File: src/hdl/cpc_defs.vh
`ifndef CPC_DEFS_VH
`define CPC_DEFS_VH

// Register byte offsets
`define CPC_OFS_CTRL 8'h00
`define CPC_OFS_LIMIT 8'h04
`define CPC_OFS_STATUS 8'h08
`define CPC_OFS_IRQ_STAT 8'h0C
`define CPC_OFS_IRQ_MASK 8'h10

// Control register fields
`define CPC_CTRL_STATUS_OUTPUT_DISABLE 0
`define CPC_CTRL_BOOST_CFG 1
`define CPC_CTRL_CHARGE_CFG 2
`define CPC_CTRL_LIMIT_PIN_EN 3
`define CPC_CTRL_SHIP_ENTER 4
`define CPC_CTRL_RST 5'h06

// Limit register
`define CPC_LIMIT_W 6
`define CPC_LIMIT_RST 6'h08

// Status register fields
`define CPC_ST_CHARGING 0
`define CPC_ST_BOOST 1
`define CPC_ST_TEMP_SUSP 2
`define CPC_ST_SHIP 3
`define CPC_ST_SWITCH_ON 4
`define CPC_ST_FAULT 5
`define CPC_ST_DET_DONE 6
`define CPC_ST_HV_FOUND 7
`define CPC_ST_LIMIT_LSB 8

// Interrupt event bits
`define CPC_EV_W 5
`define CPC_EV_STATUS 0
`define CPC_EV_FAULT 1
`define CPC_EV_DET_DONE 2
`define CPC_EV_SHIP_EXIT 3
`define CPC_EV_SYS_RESET 4
`define CPC_IRQ_MASK_RST 5'h00

// Timing: figures in their own unit, cycles derived from the clock
`define CPC_CLK_MHZ 100
`define CPC_ALERT_US 256
`define CPC_BLINK_HZ 1
`define CPC_SHIP_HOLD_MS 1000
`define CPC_RST_HOLD_MS 10000
`define CPC_SW_OFF_MS 250
`define CPC_CYC_PER_MS (`CPC_CLK_MHZ * 1000)
`define CPC_CNT_W 32

`endif

File: src/hdl/cpc_pin_ctrl.v
`timescale 1ns/1ps
// Overview of operation
// - Charge-status pin pulled low while a charge cycle runs.
// - Charge-status pin released when charging is complete or disabled.
// - Any fault makes the charge-status pin blink at one hertz.
// - Status-output-disable bit stops all driving of the charge-status pin.
// - Status change or fault gives one 256 us low pulse on alert pin.
// - Boost only with config bit set, request pin high, no supply.
// - Charging needs config bit set and charge enable pin low.
// - Applied limit is lower of register and pin limit when pin enabled.
// - Charging suspends while thermistor reads outside its window.
// - In ship mode, wake button held for ship hold turns switch on.
// - No supply, button held for reset hold: switch off, then on again.
// - Mux select driven low while data-line detection runs.
// - Mux select stays low after detection finds high-voltage adapter.
// - Mux select released after detection finds any other source.
// - Detection order: contact, primary, secondary, then high-voltage adapter.
// - Alert pulse raised on the clock edge after a fault appears, unless a pulse is already running.
`include "cpc_defs.vh"

module cpc_pin_ctrl #(
	parameter FAULT_W = 4,
	parameter BLINK_HALF_CYC = `CPC_CLK_MHZ * 1000000 / (2 * `CPC_BLINK_HZ),
	parameter ALERT_CYC = `CPC_ALERT_US * `CPC_CLK_MHZ,
	parameter SHIP_HOLD_CYC = `CPC_SHIP_HOLD_MS * `CPC_CYC_PER_MS,
	parameter RST_HOLD_CYC = `CPC_RST_HOLD_MS * `CPC_CYC_PER_MS,
	parameter SW_OFF_CYC = `CPC_SW_OFF_MS * `CPC_CYC_PER_MS
) (
	input wire pclk, // Bus clock
	input wire presetn, // Async reset, active low
	input wire psel, // APB select
	input wire penable, // APB enable
	input wire pwrite, // APB direction
	input wire [7:0] paddr, // APB byte address
	input wire [31:0] pwdata, // APB write data
	output reg [31:0] prdata, // APB read data
	output wire pready, // APB ready
	output wire pslverr, // APB error, unmapped address
	output wire irq, // Level interrupt
	input wire supply_present, // Input source present
	input wire charge_done, // Charge cycle terminated
	input wire [FAULT_W-1:0] fault_in, // Fault flags
	input wire therm_hot, // Thermistor above window
	input wire therm_cold, // Thermistor below window
	input wire boost_request_pin, // Boost request pin
	input wire charge_enable_n, // Charge enable pin
	input wire [5:0] input_limit_pin, // Pin-derived limit code
	input wire wake_button_n, // Wake button, low when pressed
	input wire det_step_done, // Detection step finished
	input wire det_hv_found, // High-voltage adapter seen
	output wire stat_o, // Charge-status pin level
	output reg stat_oe, // Charge-status pin drive
	output wire alert_o, // Alert pin level
	output reg alert_oe, // Alert pin drive
	output wire data_line_mux_select_o, // Mux select level
	output reg data_line_mux_select_oe, // Mux select drive
	output reg battery_switch, // Battery switch on
	output reg boost_en, // Boost converter on
	output reg charge_en, // Charger on
	output reg [5:0] applied_limit // Applied input limit
);

	localparam [5:0] DET_IDLE = 6'h01;
	localparam [5:0] DET_CONTACT = 6'h02;
	localparam [5:0] DET_PRIMARY = 6'h04;
	localparam [5:0] DET_SECOND = 6'h08;
	localparam [5:0] DET_HV = 6'h10;
	localparam [5:0] DET_DONE = 6'h20;

	localparam [2:0] SW_ON = 3'h1;
	localparam [2:0] SW_SHIP = 3'h2;
	localparam [2:0] SW_RESET = 3'h4;

	localparam [31:0] BLINK_LAST = BLINK_HALF_CYC - 1;
	localparam [31:0] ALERT_LAST = ALERT_CYC - 1;
	localparam [31:0] SHIP_HOLD = SHIP_HOLD_CYC;
	localparam [31:0] RST_HOLD = RST_HOLD_CYC;
	localparam [31:0] SW_OFF_LAST = SW_OFF_CYC - 1;

	reg [4:0] ctrl_ff;
	reg [5:0] limit_ff;
	reg [4:0] irq_stat_ff;
	reg [4:0] irq_mask_ff;
	reg [5:0] det_ff;
	reg hv_ff;
	reg [2:0] sw_ff;
	reg [31:0] blink_cnt_ff;
	reg blink_ff;
	reg [31:0] alert_cnt_ff;
	reg [31:0] hold_cnt_ff;
	reg [31:0] off_cnt_ff;
	reg supply_ff;
	reg fault_ff;
	reg charging_ff;
	reg boost_prev_ff;

	reg [5:0] nxt_det;
	reg nxt_hv;
	reg [2:0] nxt_sw;
	reg [31:0] nxt_off_cnt;
	reg [4:0] nxt_irq_stat;
	reg [31:0] rd_data;
	reg rd_hit;

	wire setup = psel & ~penable;
	wire access = psel & penable;
	wire wr_ctrl = access & pwrite & (paddr == `CPC_OFS_CTRL);
	wire wr_limit = access & pwrite & (paddr == `CPC_OFS_LIMIT);
	wire wr_mask = access & pwrite & (paddr == `CPC_OFS_IRQ_MASK);
	wire rd_irq = access & ~pwrite & (paddr == `CPC_OFS_IRQ_STAT);

	wire any_fault = |fault_in;
	wire temp_out = therm_hot | therm_cold;
	wire in_ship = (sw_ff == SW_SHIP);

	// Qualified enables
	wire chg_allowed = ctrl_ff[`CPC_CTRL_CHARGE_CFG] & ~charge_enable_n
		& ~temp_out;
	wire charging = chg_allowed & supply_present & ~charge_done
		& ~in_ship;
	wire boost_req = ctrl_ff[`CPC_CTRL_BOOST_CFG] & boost_request_pin
		& ~supply_present;
	wire [5:0] limit_sel = (ctrl_ff[`CPC_CTRL_LIMIT_PIN_EN]
		&& (input_limit_pin < limit_ff)) ? input_limit_pin : limit_ff;

	// Button hold and switch-off time thresholds
	wire ship_trig = in_ship & (hold_cnt_ff == SHIP_HOLD);
	wire rst_trig = (sw_ff == SW_ON) & ~supply_present
		& (hold_cnt_ff == RST_HOLD);
	wire off_end = (sw_ff == SW_RESET) & (off_cnt_ff == SW_OFF_LAST);

	// Events
	wire [4:0] events;
	assign events[`CPC_EV_STATUS] = (charging != charging_ff)
		| (boost_en != boost_prev_ff);
	assign events[`CPC_EV_FAULT] = any_fault & ~fault_ff;
	assign events[`CPC_EV_DET_DONE] = (det_ff == DET_HV) & det_step_done;
	assign events[`CPC_EV_SHIP_EXIT] = ship_trig;
	assign events[`CPC_EV_SYS_RESET] = off_end;

	assign pready = 1'b1;
	assign pslverr = access & ~rd_hit;
	assign irq = |(irq_stat_ff & irq_mask_ff);
	assign stat_o = 1'b0;
	assign alert_o = 1'b0;
	assign data_line_mux_select_o = 1'b0;

	always @* begin
		rd_hit = 1'b1;
		rd_data = 32'h00000000;
		case (paddr)
		`CPC_OFS_CTRL: rd_data[4:0] = ctrl_ff;
		`CPC_OFS_LIMIT: rd_data[5:0] = limit_ff;
		`CPC_OFS_STATUS: begin
			rd_data[`CPC_ST_CHARGING] = charging_ff;
			rd_data[`CPC_ST_BOOST] = boost_en;
			rd_data[`CPC_ST_TEMP_SUSP] = temp_out;
			rd_data[`CPC_ST_SHIP] = in_ship;
			rd_data[`CPC_ST_SWITCH_ON] = battery_switch;
			rd_data[`CPC_ST_FAULT] = fault_ff;
			rd_data[`CPC_ST_DET_DONE] = (det_ff == DET_DONE);
			rd_data[`CPC_ST_HV_FOUND] = hv_ff;
			rd_data[`CPC_ST_LIMIT_LSB +: 6] = applied_limit;
		end
		`CPC_OFS_IRQ_STAT: rd_data[4:0] = irq_stat_ff;
		`CPC_OFS_IRQ_MASK: rd_data[4:0] = irq_mask_ff;
		default: rd_hit = 1'b0;
		endcase
	end

	// Set wins over a read-clear in the same cycle
	always @* begin
		nxt_irq_stat = (rd_irq ? 5'h00 : irq_stat_ff) | events;
	end

	// Data-line detection sequence
	always @* begin
		nxt_det = det_ff;
		nxt_hv = hv_ff;
		case (det_ff)
		DET_IDLE: begin
			nxt_hv = 1'b0;
			if (supply_present & ~supply_ff)
				nxt_det = DET_CONTACT;
		end
		DET_CONTACT: begin
			if (det_step_done)
				nxt_det = DET_PRIMARY;
		end
		DET_PRIMARY: begin
			if (det_step_done)
				nxt_det = DET_SECOND;
		end
		DET_SECOND: begin
			if (det_step_done)
				nxt_det = DET_HV;
		end
		DET_HV: begin
			if (det_step_done) begin
				nxt_det = DET_DONE;
				nxt_hv = det_hv_found;
			end
		end
		DET_DONE: nxt_det = DET_DONE;
		default: nxt_det = DET_IDLE;
		endcase
		if (~supply_present) begin
			nxt_det = DET_IDLE;
			nxt_hv = 1'b0;
		end
	end

	// Battery switch sequencing
	always @* begin
		nxt_sw = sw_ff;
		nxt_off_cnt = 32'h00000000;
		case (sw_ff)
		SW_ON: begin
			if (wr_ctrl & pwdata[`CPC_CTRL_SHIP_ENTER])
				nxt_sw = SW_SHIP;
			else if (rst_trig)
				nxt_sw = SW_RESET;
		end
		SW_SHIP: begin
			if (ship_trig)
				nxt_sw = SW_ON;
		end
		SW_RESET: begin
			nxt_off_cnt = off_cnt_ff + 32'h00000001;
			if (off_end)
				nxt_sw = SW_ON;
		end
		default: nxt_sw = SW_ON;
		endcase
	end

	always @(posedge pclk or negedge presetn) begin
		if (!presetn) begin
			ctrl_ff <= `CPC_CTRL_RST;
			limit_ff <= `CPC_LIMIT_RST;
			irq_mask_ff <= `CPC_IRQ_MASK_RST;
			irq_stat_ff <= 5'h00;
			prdata <= 32'h00000000;
		end else begin
			if (wr_ctrl)
				ctrl_ff <= {1'b0, pwdata[3:0]};
			if (wr_limit)
				limit_ff <= pwdata[5:0];
			if (wr_mask)
				irq_mask_ff <= pwdata[4:0];
			irq_stat_ff <= nxt_irq_stat;
			// Sampled in setup so the access phase sees stable data
			if (setup)
				prdata <= rd_data;
		end
	end

	always @(posedge pclk or negedge presetn) begin
		if (!presetn) begin
			det_ff <= DET_IDLE;
			hv_ff <= 1'b0;
			sw_ff <= SW_ON;
			off_cnt_ff <= 32'h00000000;
			supply_ff <= 1'b0;
			fault_ff <= 1'b0;
			charging_ff <= 1'b0;
			boost_prev_ff <= 1'b0;
			data_line_mux_select_oe <= 1'b0;
			battery_switch <= 1'b1;
			boost_en <= 1'b0;
			charge_en <= 1'b0;
			applied_limit <= `CPC_LIMIT_RST;
		end else begin
			det_ff <= nxt_det;
			hv_ff <= nxt_hv;
			sw_ff <= nxt_sw;
			off_cnt_ff <= nxt_off_cnt;
			supply_ff <= supply_present;
			fault_ff <= any_fault;
			charging_ff <= charging;
			boost_prev_ff <= boost_en;
			data_line_mux_select_oe <= ((nxt_det != DET_IDLE)
				& (nxt_det != DET_DONE))
				| ((nxt_det == DET_DONE) & nxt_hv);
			battery_switch <= (nxt_sw == SW_ON);
			boost_en <= boost_req;
			charge_en <= chg_allowed & ~in_ship;
			applied_limit <= limit_sel;
		end
	end

	// Button hold timer; saturates so each press fires once
	always @(posedge pclk or negedge presetn) begin
		if (!presetn) begin
			hold_cnt_ff <= 32'h00000000;
		end else if (wake_button_n) begin
			hold_cnt_ff <= 32'h00000000;
		end else if (hold_cnt_ff != 32'hFFFFFFFF) begin
			hold_cnt_ff <= hold_cnt_ff + 32'h00000001;
		end
	end

	// Blink timebase; runs only while a fault is present, held cleared otherwise
	always @(posedge pclk or negedge presetn) begin
		if (!presetn) begin
			blink_cnt_ff <= 32'h00000000;
			blink_ff <= 1'b0;
		end else if (~any_fault) begin
			blink_cnt_ff <= 32'h00000000;
			blink_ff <= 1'b0;
		end else if (blink_cnt_ff == BLINK_LAST) begin
			blink_cnt_ff <= 32'h00000000;
			blink_ff <= ~blink_ff;
		end else begin
			blink_cnt_ff <= blink_cnt_ff + 32'h00000001;
		end
	end

	always @(posedge pclk or negedge presetn) begin
		if (!presetn) begin
			stat_oe <= 1'b0;
		end else if (ctrl_ff[`CPC_CTRL_STATUS_OUTPUT_DISABLE]) begin
			stat_oe <= 1'b0;
		end else if (any_fault) begin
			stat_oe <= ~blink_ff;
		end else begin
			stat_oe <= charging;
		end
	end

	// Alert pulse; events during a pulse do not stretch it
	always @(posedge pclk or negedge presetn) begin
		if (!presetn) begin
			alert_oe <= 1'b0;
			alert_cnt_ff <= 32'h00000000;
		end else if (alert_oe) begin
			if (alert_cnt_ff == ALERT_LAST) begin
				alert_oe <= 1'b0;
				alert_cnt_ff <= 32'h00000000;
			end else begin
				alert_cnt_ff <= alert_cnt_ff + 32'h00000001;
			end
		end else if (|events) begin
			alert_oe <= 1'b1;
			alert_cnt_ff <= 32'h00000000;
		end
	end

endmodule // cpc_pin_ctrl

File: config.mk
export PLATFORM = sky130hd
export DESIGN_NAME = cpc_pin_ctrl
export DESIGN_NICKNAME = d
export VERILOG_FILES = /design/src/hdl/cpc_pin_ctrl.v
export VERILOG_INCLUDE_DIRS = /design/src /design/src/hdl
export SDC_FILE = /design/constraint.sdc
export NUM_CORES = 1
export LEC_CHECK = 0
export BUFFER_PORTS_ARGS = -buffer_cell sky130_fd_sc_hd__buf_2
export CAP_MARGIN = 20
export CORE_MARGIN = 1
export CORE_UTILIZATION = 35
export DETAILED_ROUTE_END_ITERATION = 10
export HOLD_SLACK_MARGIN = 0.05
export PLACE_DENSITY_LB_ADDON = 0.15
export SLEW_MARGIN = 5
export SYNTH_ARGS = -nofsm -noshare
export SYNTH_HDL_FRONTEND = slang
export SYNTH_SLANG_ARGS = --single-unit
File: constraint.sdc
create_clock -name pclk -period 3 [get_ports pclk]
set_input_delay 0.6 -clock pclk [delete_from_list [all_inputs] [get_ports pclk]]
set_output_delay 0.6 -clock pclk [all_outputs]
set_load 0.03 [all_outputs]
### Yosys cells after proc, flatten, opt, wreduce, memory -nomap -nowiden

Cells that the tools add are included.
W data, S select, Z words.

| operators by class | value |
|---|---|
| add/subtract/negate cells | 4 |
| $mul | 0 |
| divide/modulo/power cells | 0 |
| magnitude comparators | 1 |
| eq/ne operators | 26 |
| shifts and indexed selects | 0 |
| mux-type cells | 36 |
| bitwise logic cells | 43 |
| reduce and logical (&&, ||, !) cells | 8 |

Operator list:

| kind | count |
|---|---|
| $mux W32 | 8 |
| $add A32 B1 Y32 const B | 4 |
| $mux W6 | 7 |
| $pmux W6 S6 | 1 |
| $eq A32 B15 Y1 const B | 1 |
| $eq A32 B25 Y1 const B | 1 |
| $eq A32 B26 Y1 const B | 1 |
| $eq A32 B27 Y1 const B | 1 |
| $eq A32 B30 Y1 const B | 1 |
| $ne A32 B32 Y1 const B | 1 |
| $and A1 B1 Y1 | 27 |
| $pmux W5 S5 | 1 |
| $eq A8 B4 Y1 const B | 2 |
| $reduce_or A5 Y1 | 3 |
| $eq A6 B6 Y1 const B | 2 |
| $mux W3 | 4 |
| $not A1 Y1 | 11 |
| $mux W1 | 10 |
| $pmux W3 S3 | 1 |
| $eq A8 B3 Y1 const B | 1 |
| $eq A8 B5 Y1 const B | 1 |
| $logic_not A8 Y1 | 1 |
| $mux W8 | 1 |
| $eq A3 B1 Y1 const B | 2 |
| 20 further kinds | 25 |

| storage, ports and cells | value |
|---|---|
| register bits | 189 |
| bits in latches | 0 |
| RAM bits | 0 |
| ROM bits | 0 |
| bits of input ports | 64 |
| output and inout port bits | 50 |
| logic and storage cells | 142 |
| memories kept | 0 |

### Depth between registers and ports, before layout

| logic depth | value |
|---|---|
| word-level depth | 11 |
| depth in mapped cells | 9 |

### Worst setup path after synthesis

OpenSTA, ideal clock, no wires.

| timing path | value |
|---|---|
| path type | input port to flip-flop |
| start | input port paddr[1] |
| end | register irq_stat_ff[3] |
| data arrival time | 2.169 ns |
| required time | 2.879 ns |
| setup slack | 0.710 ns |
| stages on the path | 5 |
| buffers on the path | 0 |
| path through | or4_1 -> nor3_2 -> nand2_1 -> or4_1 -> a22o_1 |

| on the way | value |
|---|---|
| cells in the longest elaborated chain, start to end | 4 |

RTL lines:

| item | RTL line | source |
|---|---|---|
| start: declaration | cpc_pin_ctrl.v:34 | `input wire [7:0] paddr,` |
| $eq A8 B4 Y1 | - |  |
| $and A1 B1 Y1 | cpc_pin_ctrl.v:110 | `` wire rd_irq = access & ~pwrite & (paddr == `CPC_OFS_IRQ_STAT); `` |
| $mux W5 | cpc_pin_ctrl.v:173 | `nxt_irq_stat = (rd_irq ? 5'h00 : irq_stat_ff) \| events;` |
| $or A5 B5 Y5 | cpc_pin_ctrl.v:173 |  |
| net nxt_irq_stat[3] | cpc_pin_ctrl.v:101 | `reg [4:0] nxt_irq_stat;` |
| end signal: assignment | cpc_pin_ctrl.v:251 | `irq_stat_ff <= nxt_irq_stat;` |
| end: declaration | cpc_pin_ctrl.v:82 | `reg [4:0] irq_stat_ff;` |

The timed path passes the listed nets, and every way through them passes these cells.
A chain may end at the register's enable or synchronous reset.

### Worst setup path after layout

| timing path | value |
|---|---|
| start | input port paddr[1] |
| end | output port pslverr |

| on the way | value |
|---|---|
| cells in the longest elaborated chain, start to end | 5 |
| elaborated cells between the ends (all ways) | 9 |

RTL lines:

| item | RTL line | source |
|---|---|---|
| $eq A8 B3 Y1, or another cell as far along | cpc_pin_ctrl.v:151 | `case (paddr)` |
| $reduce_or A5 Y1 (no source line) * | - |  |
| $mux W1 * | cpc_pin_ctrl.v:151 |  |
| $not A1 Y1 * | cpc_pin_ctrl.v:142 | `assign pslverr = access & ~rd_hit;` |
| $and A1 B1 Y1 * | cpc_pin_ctrl.v:142 |  |
| end: declaration | cpc_pin_ctrl.v:38 | `output wire pslverr,` |

Every way passes the cells marked *; elsewhere a longest branch is shown, timed or not.

==> run_results.csv <==
group,metric,value,unit
timing,final_clock_skew,0.0206,ns
grt,grt.met1_usage,23.6,%
grt,use_met3,2.14,%
worst_setup_path,critPathMaxFanout,4,
grt,groute.usage.overall,16.3,%
floorplan,number_of_top_level_design_ports,114,
synthesis,synth_top_area_share,45.2,%
cts,cts.repair_timing.setup_buffer_count,0,
cts,cts_tree,"built",
cells_and_area,share_of_layout_cells_above_drive_strength_1,17.2,%
timing,maxSlewHeadroom,46.1,%
place,io_buffer_count,65,
worst_setup_path,critical_path.startpoint,"paddr[1]",
grt,global_route.overflow_total,0,
timing,layout_min_cycle_time,2.46,ns
grt,top_usage_layer,"met2",
synthesis,count_of_distinct_cell_types_in_the_synthesized_netlist,73,
grt,grt_use_met2,25.1,%
pwr,p_leak,4.91,nW
cts,clockRootBuffer,"clkbuf_16",
timing,timing.fmax,406,MHz
grt,via_count_of_the_first_global_routing_pass,7558,
route,detail_route.vias_per_cell,5.18,
worst_setup_path,regToRegEndpoint,"blink_cnt_ff[18]",
timing,slew_violations,0,
cells_and_area,layout.filler_cells,2793,
synthesis,async_reset_ff_share,100,%
synthesis,synth_edf_count,0,
synthesis,synth-seq-area-share,47.0,%
worst_setup_path,setup.worst_path.end_class,"output port",
worst_setup_path,regToRegSetupSlack,0.59,ns
pwr,p_per_area,520,nW/um2
cells_and_area,multi_input_comb_area,4980,um2
cts,tritoncts_num_sinks,189,
synthesis,synthesized_netlist_cell_count,1049,
worst_setup_path,cp.required,2.40,ns
cts,cts-htree-levels,4,
synthesis,synth_top_cells_by_area,"dfrtp_1 45%, nor2_1 5.5%, xnor2_1 3.9%",
synthesis,post_synthesis_cell_area,10100,um2
timing,setup_violations,0,
cells_and_area,nets,1193,
cts,clock_insertion_delay_worst_skew,0.44,ns
outcome,run_status,"finished clean",
floorplan,placeableCoreArea,28100,um2
pwr,vdd_ir_drop_max,0.000373,V
timing,worst-slew-pin-transition,0.800,ns
synthesis,synth_commonest_cells,"182 x dfrtp_1, 147 x nor2_1, 81 x nand2_1",
cts,cts_repair_resize_count,0,
cells_and_area,seq_area,4740,um2
synthesis,post-synth-top-area-cell,"dfrtp_1",
cells_and_area,antenna_cells,0,
flow_run,max_cap_violations,0,
grt,largest_net_degree_at_the_start_of_global_routing,69,
route,first_iter_violations,405,
route,wl_per_cell,15.0,um
timing,unrepaired_setup_endpoints_after_global_routing,"false",
floorplan,initial_core_util,35.9,%
place,dp_hpwl,16.0,mm
route,drcViolationCount,0,
worst_setup_path,arrival,1.86,ns
cts,ctsHoldBuffers,0,
floorplan,fp.dieH,172,um
cells_and_area,area.growth.synth_to_final,13.7,%
synthesis,post_synth.cell_area_avg,9.60,um2
cts,bufs_on_longest_clock_path,2,
route,routed_wirelength,22.7,mm
worst_setup_path,start_kind,"primary input",
cells_and_area,final_util,40.8,%
timing,hold_viol_final,0,
hold_path,hold_path.class,"in2async",
floorplan,core.rowCount,61,
synthesis,warnings_synthesis,0,
worst_setup_path,timing.reg2reg.worst_path_depth,7,
synthesis,synth_seq_cells,189,
synthesis,synth_flop_cell,"dfrtp_1",
worst_setup_path,end_point_of_the_critical_path,"pslverr",
cts,clkSlewWorstSetupHoldPaths,0.08,ns
grt,grt_pass1_wl,38.4,mm
synthesis,synthMostInstantiatedCell,"dfrtp_1",
timing,fin_crit_sh,82.0,%
route,detailroute.via_count,7815,
route,dr.pass1.iters,4,
worst_setup_path,crit_type,"in2out",
floorplan,die_width,172,um
floorplan,die_area,29500,um2
route,postRouteAntennaNets,0,
timing,totalNegativeSetupSlack,0,ns
place,gp_routability_congestion,0.799,
worst_setup_path,regToRegStartpoint,"blink_cnt_ff[28]",
grt,grt_antenna_before_repair,1,
cts,cts_inserted_buffers,17,
[state kept, by name, summed over array words and instances (netlist names), 6 cells and up]
signal,cells
blink_cnt_ff,32
det_ff,6
applied_limit,6
prdata,14
limit_ff,6
alert_cnt_ff,32
off_cnt_ff,32
hold_cnt_ff,32
[logic make-up after synthesis]
| kind of cell | Yosys count | synth area share, % |
|---|---|---|
| xor+xnor | 85 | 7.39 |
| other cells | 2 | 0.0745 |
| fa+ha+maj | 10 | 1.24 |
| compound gates | 157 | 10.7 |
| buf+inv | 83 | 4.37 |
| flops | 189 | 47.0 |
| mux | 31 | 3.34 |
| simple gates | 492 | 25.8 |
[cells in the final DEF, fill, tap and decap left out, drive strengths merged, types with 4 or more instances in the layout]
| master | synthesis | routed |
|---|---|---|
| nor4b | 4 | 4 |
| and4 | 12 | 12 |
| o21ai | 66 | 66 |
| inv | 24 | 31 |
| nand2 | 81 | 81 |
| or3 | 20 | 20 |
| or2 | 4 | 4 |
| mux2i | 10 | 10 |
| clkinv | 0 | 7 |
| mux2 | 21 | 21 |
| dfrtp | 182 | 182 |
| nor3b | 6 | 6 |
| nand4 | 39 | 39 |
| dfstp | 7 | 7 |
| a21o | 5 | 5 |
| nand2b | 9 | 9 |
| clkbuf | 23 | 19 |
| xnor2 | 45 | 45 |
| a21oi | 31 | 31 |
| or4 | 7 | 7 |
| nor2 | 147 | 147 |
| and3 | 25 | 25 |
| nor4 | 30 | 30 |
| ha | 10 | 10 |
| nand3b | 4 | 4 |
| a211oi | 7 | 7 |
| nor3 | 30 | 30 |
| xor2 | 40 | 40 |
| conb | 2 | 22 |
| a22o | 10 | 10 |
| buf | 36 | 89 |
| nand3 | 61 | 61 |
| a31oi | 17 | 17 |
[routing by layer]
layer | routed length (um) | vias up
li1 | - | 3861
met1 | 11700 | 3777
met2 | 9900 | 157
met3 | 818 | 18
met4 | 278 | 2
met5 | 13 | -
[critical path: stages]
cell and delay [ns]:
buf_2 0.09, or4_1 0.55, nor2_1 0.31, a21oi_1 0.11
buf_2 0.19
[where the power goes]
group,switching [mW],internal [mW],leakage (nW),total [mW]
clock,1.15,1.15,0.294,2.30
sequential,0.255,2.73,2.56,2.99
combinational,0.405,0.263,2.06,0.668
total,1.81,4.15,4.91,5.96
[through the flow]
stage	instance area, um2	std cells	setup slack, ns	total power, mW	hold WS [ns]
final	11500	1510	0.540	5.96	0.163
after global routing	11500	1510	0.362	6.26	0.194
after floorplan	10100	1069	0.710	3.49	0.304
after detailed placement	10900	1478	0.408	3.71	0.468
after CTS	11500	1510	0.548	6.04	0.174
after global placement	10900	1478	0.399	3.70	0.457
[cell type report]
class                      count  area share, %
multi-input combinational    797           43.5
sequential                   189           41.4
timing repair buffer          90           4.99
tap                          378           4.13
clock buffer                  18           3.83
clock inverter                14           1.42
inverter                      24          0.787
[how the worst min path moves through the flow]
stage                 endpoint
2_1_floorplan  alert_cnt_ff[0]
3_3_place_gp           stat_oe
3_5_place_dp           stat_oe
4_1_cts             prdata[13]
5_1_grt          off_cnt_ff[9]
6_report            prdata[13]
(Power assumes the default switching activity.)
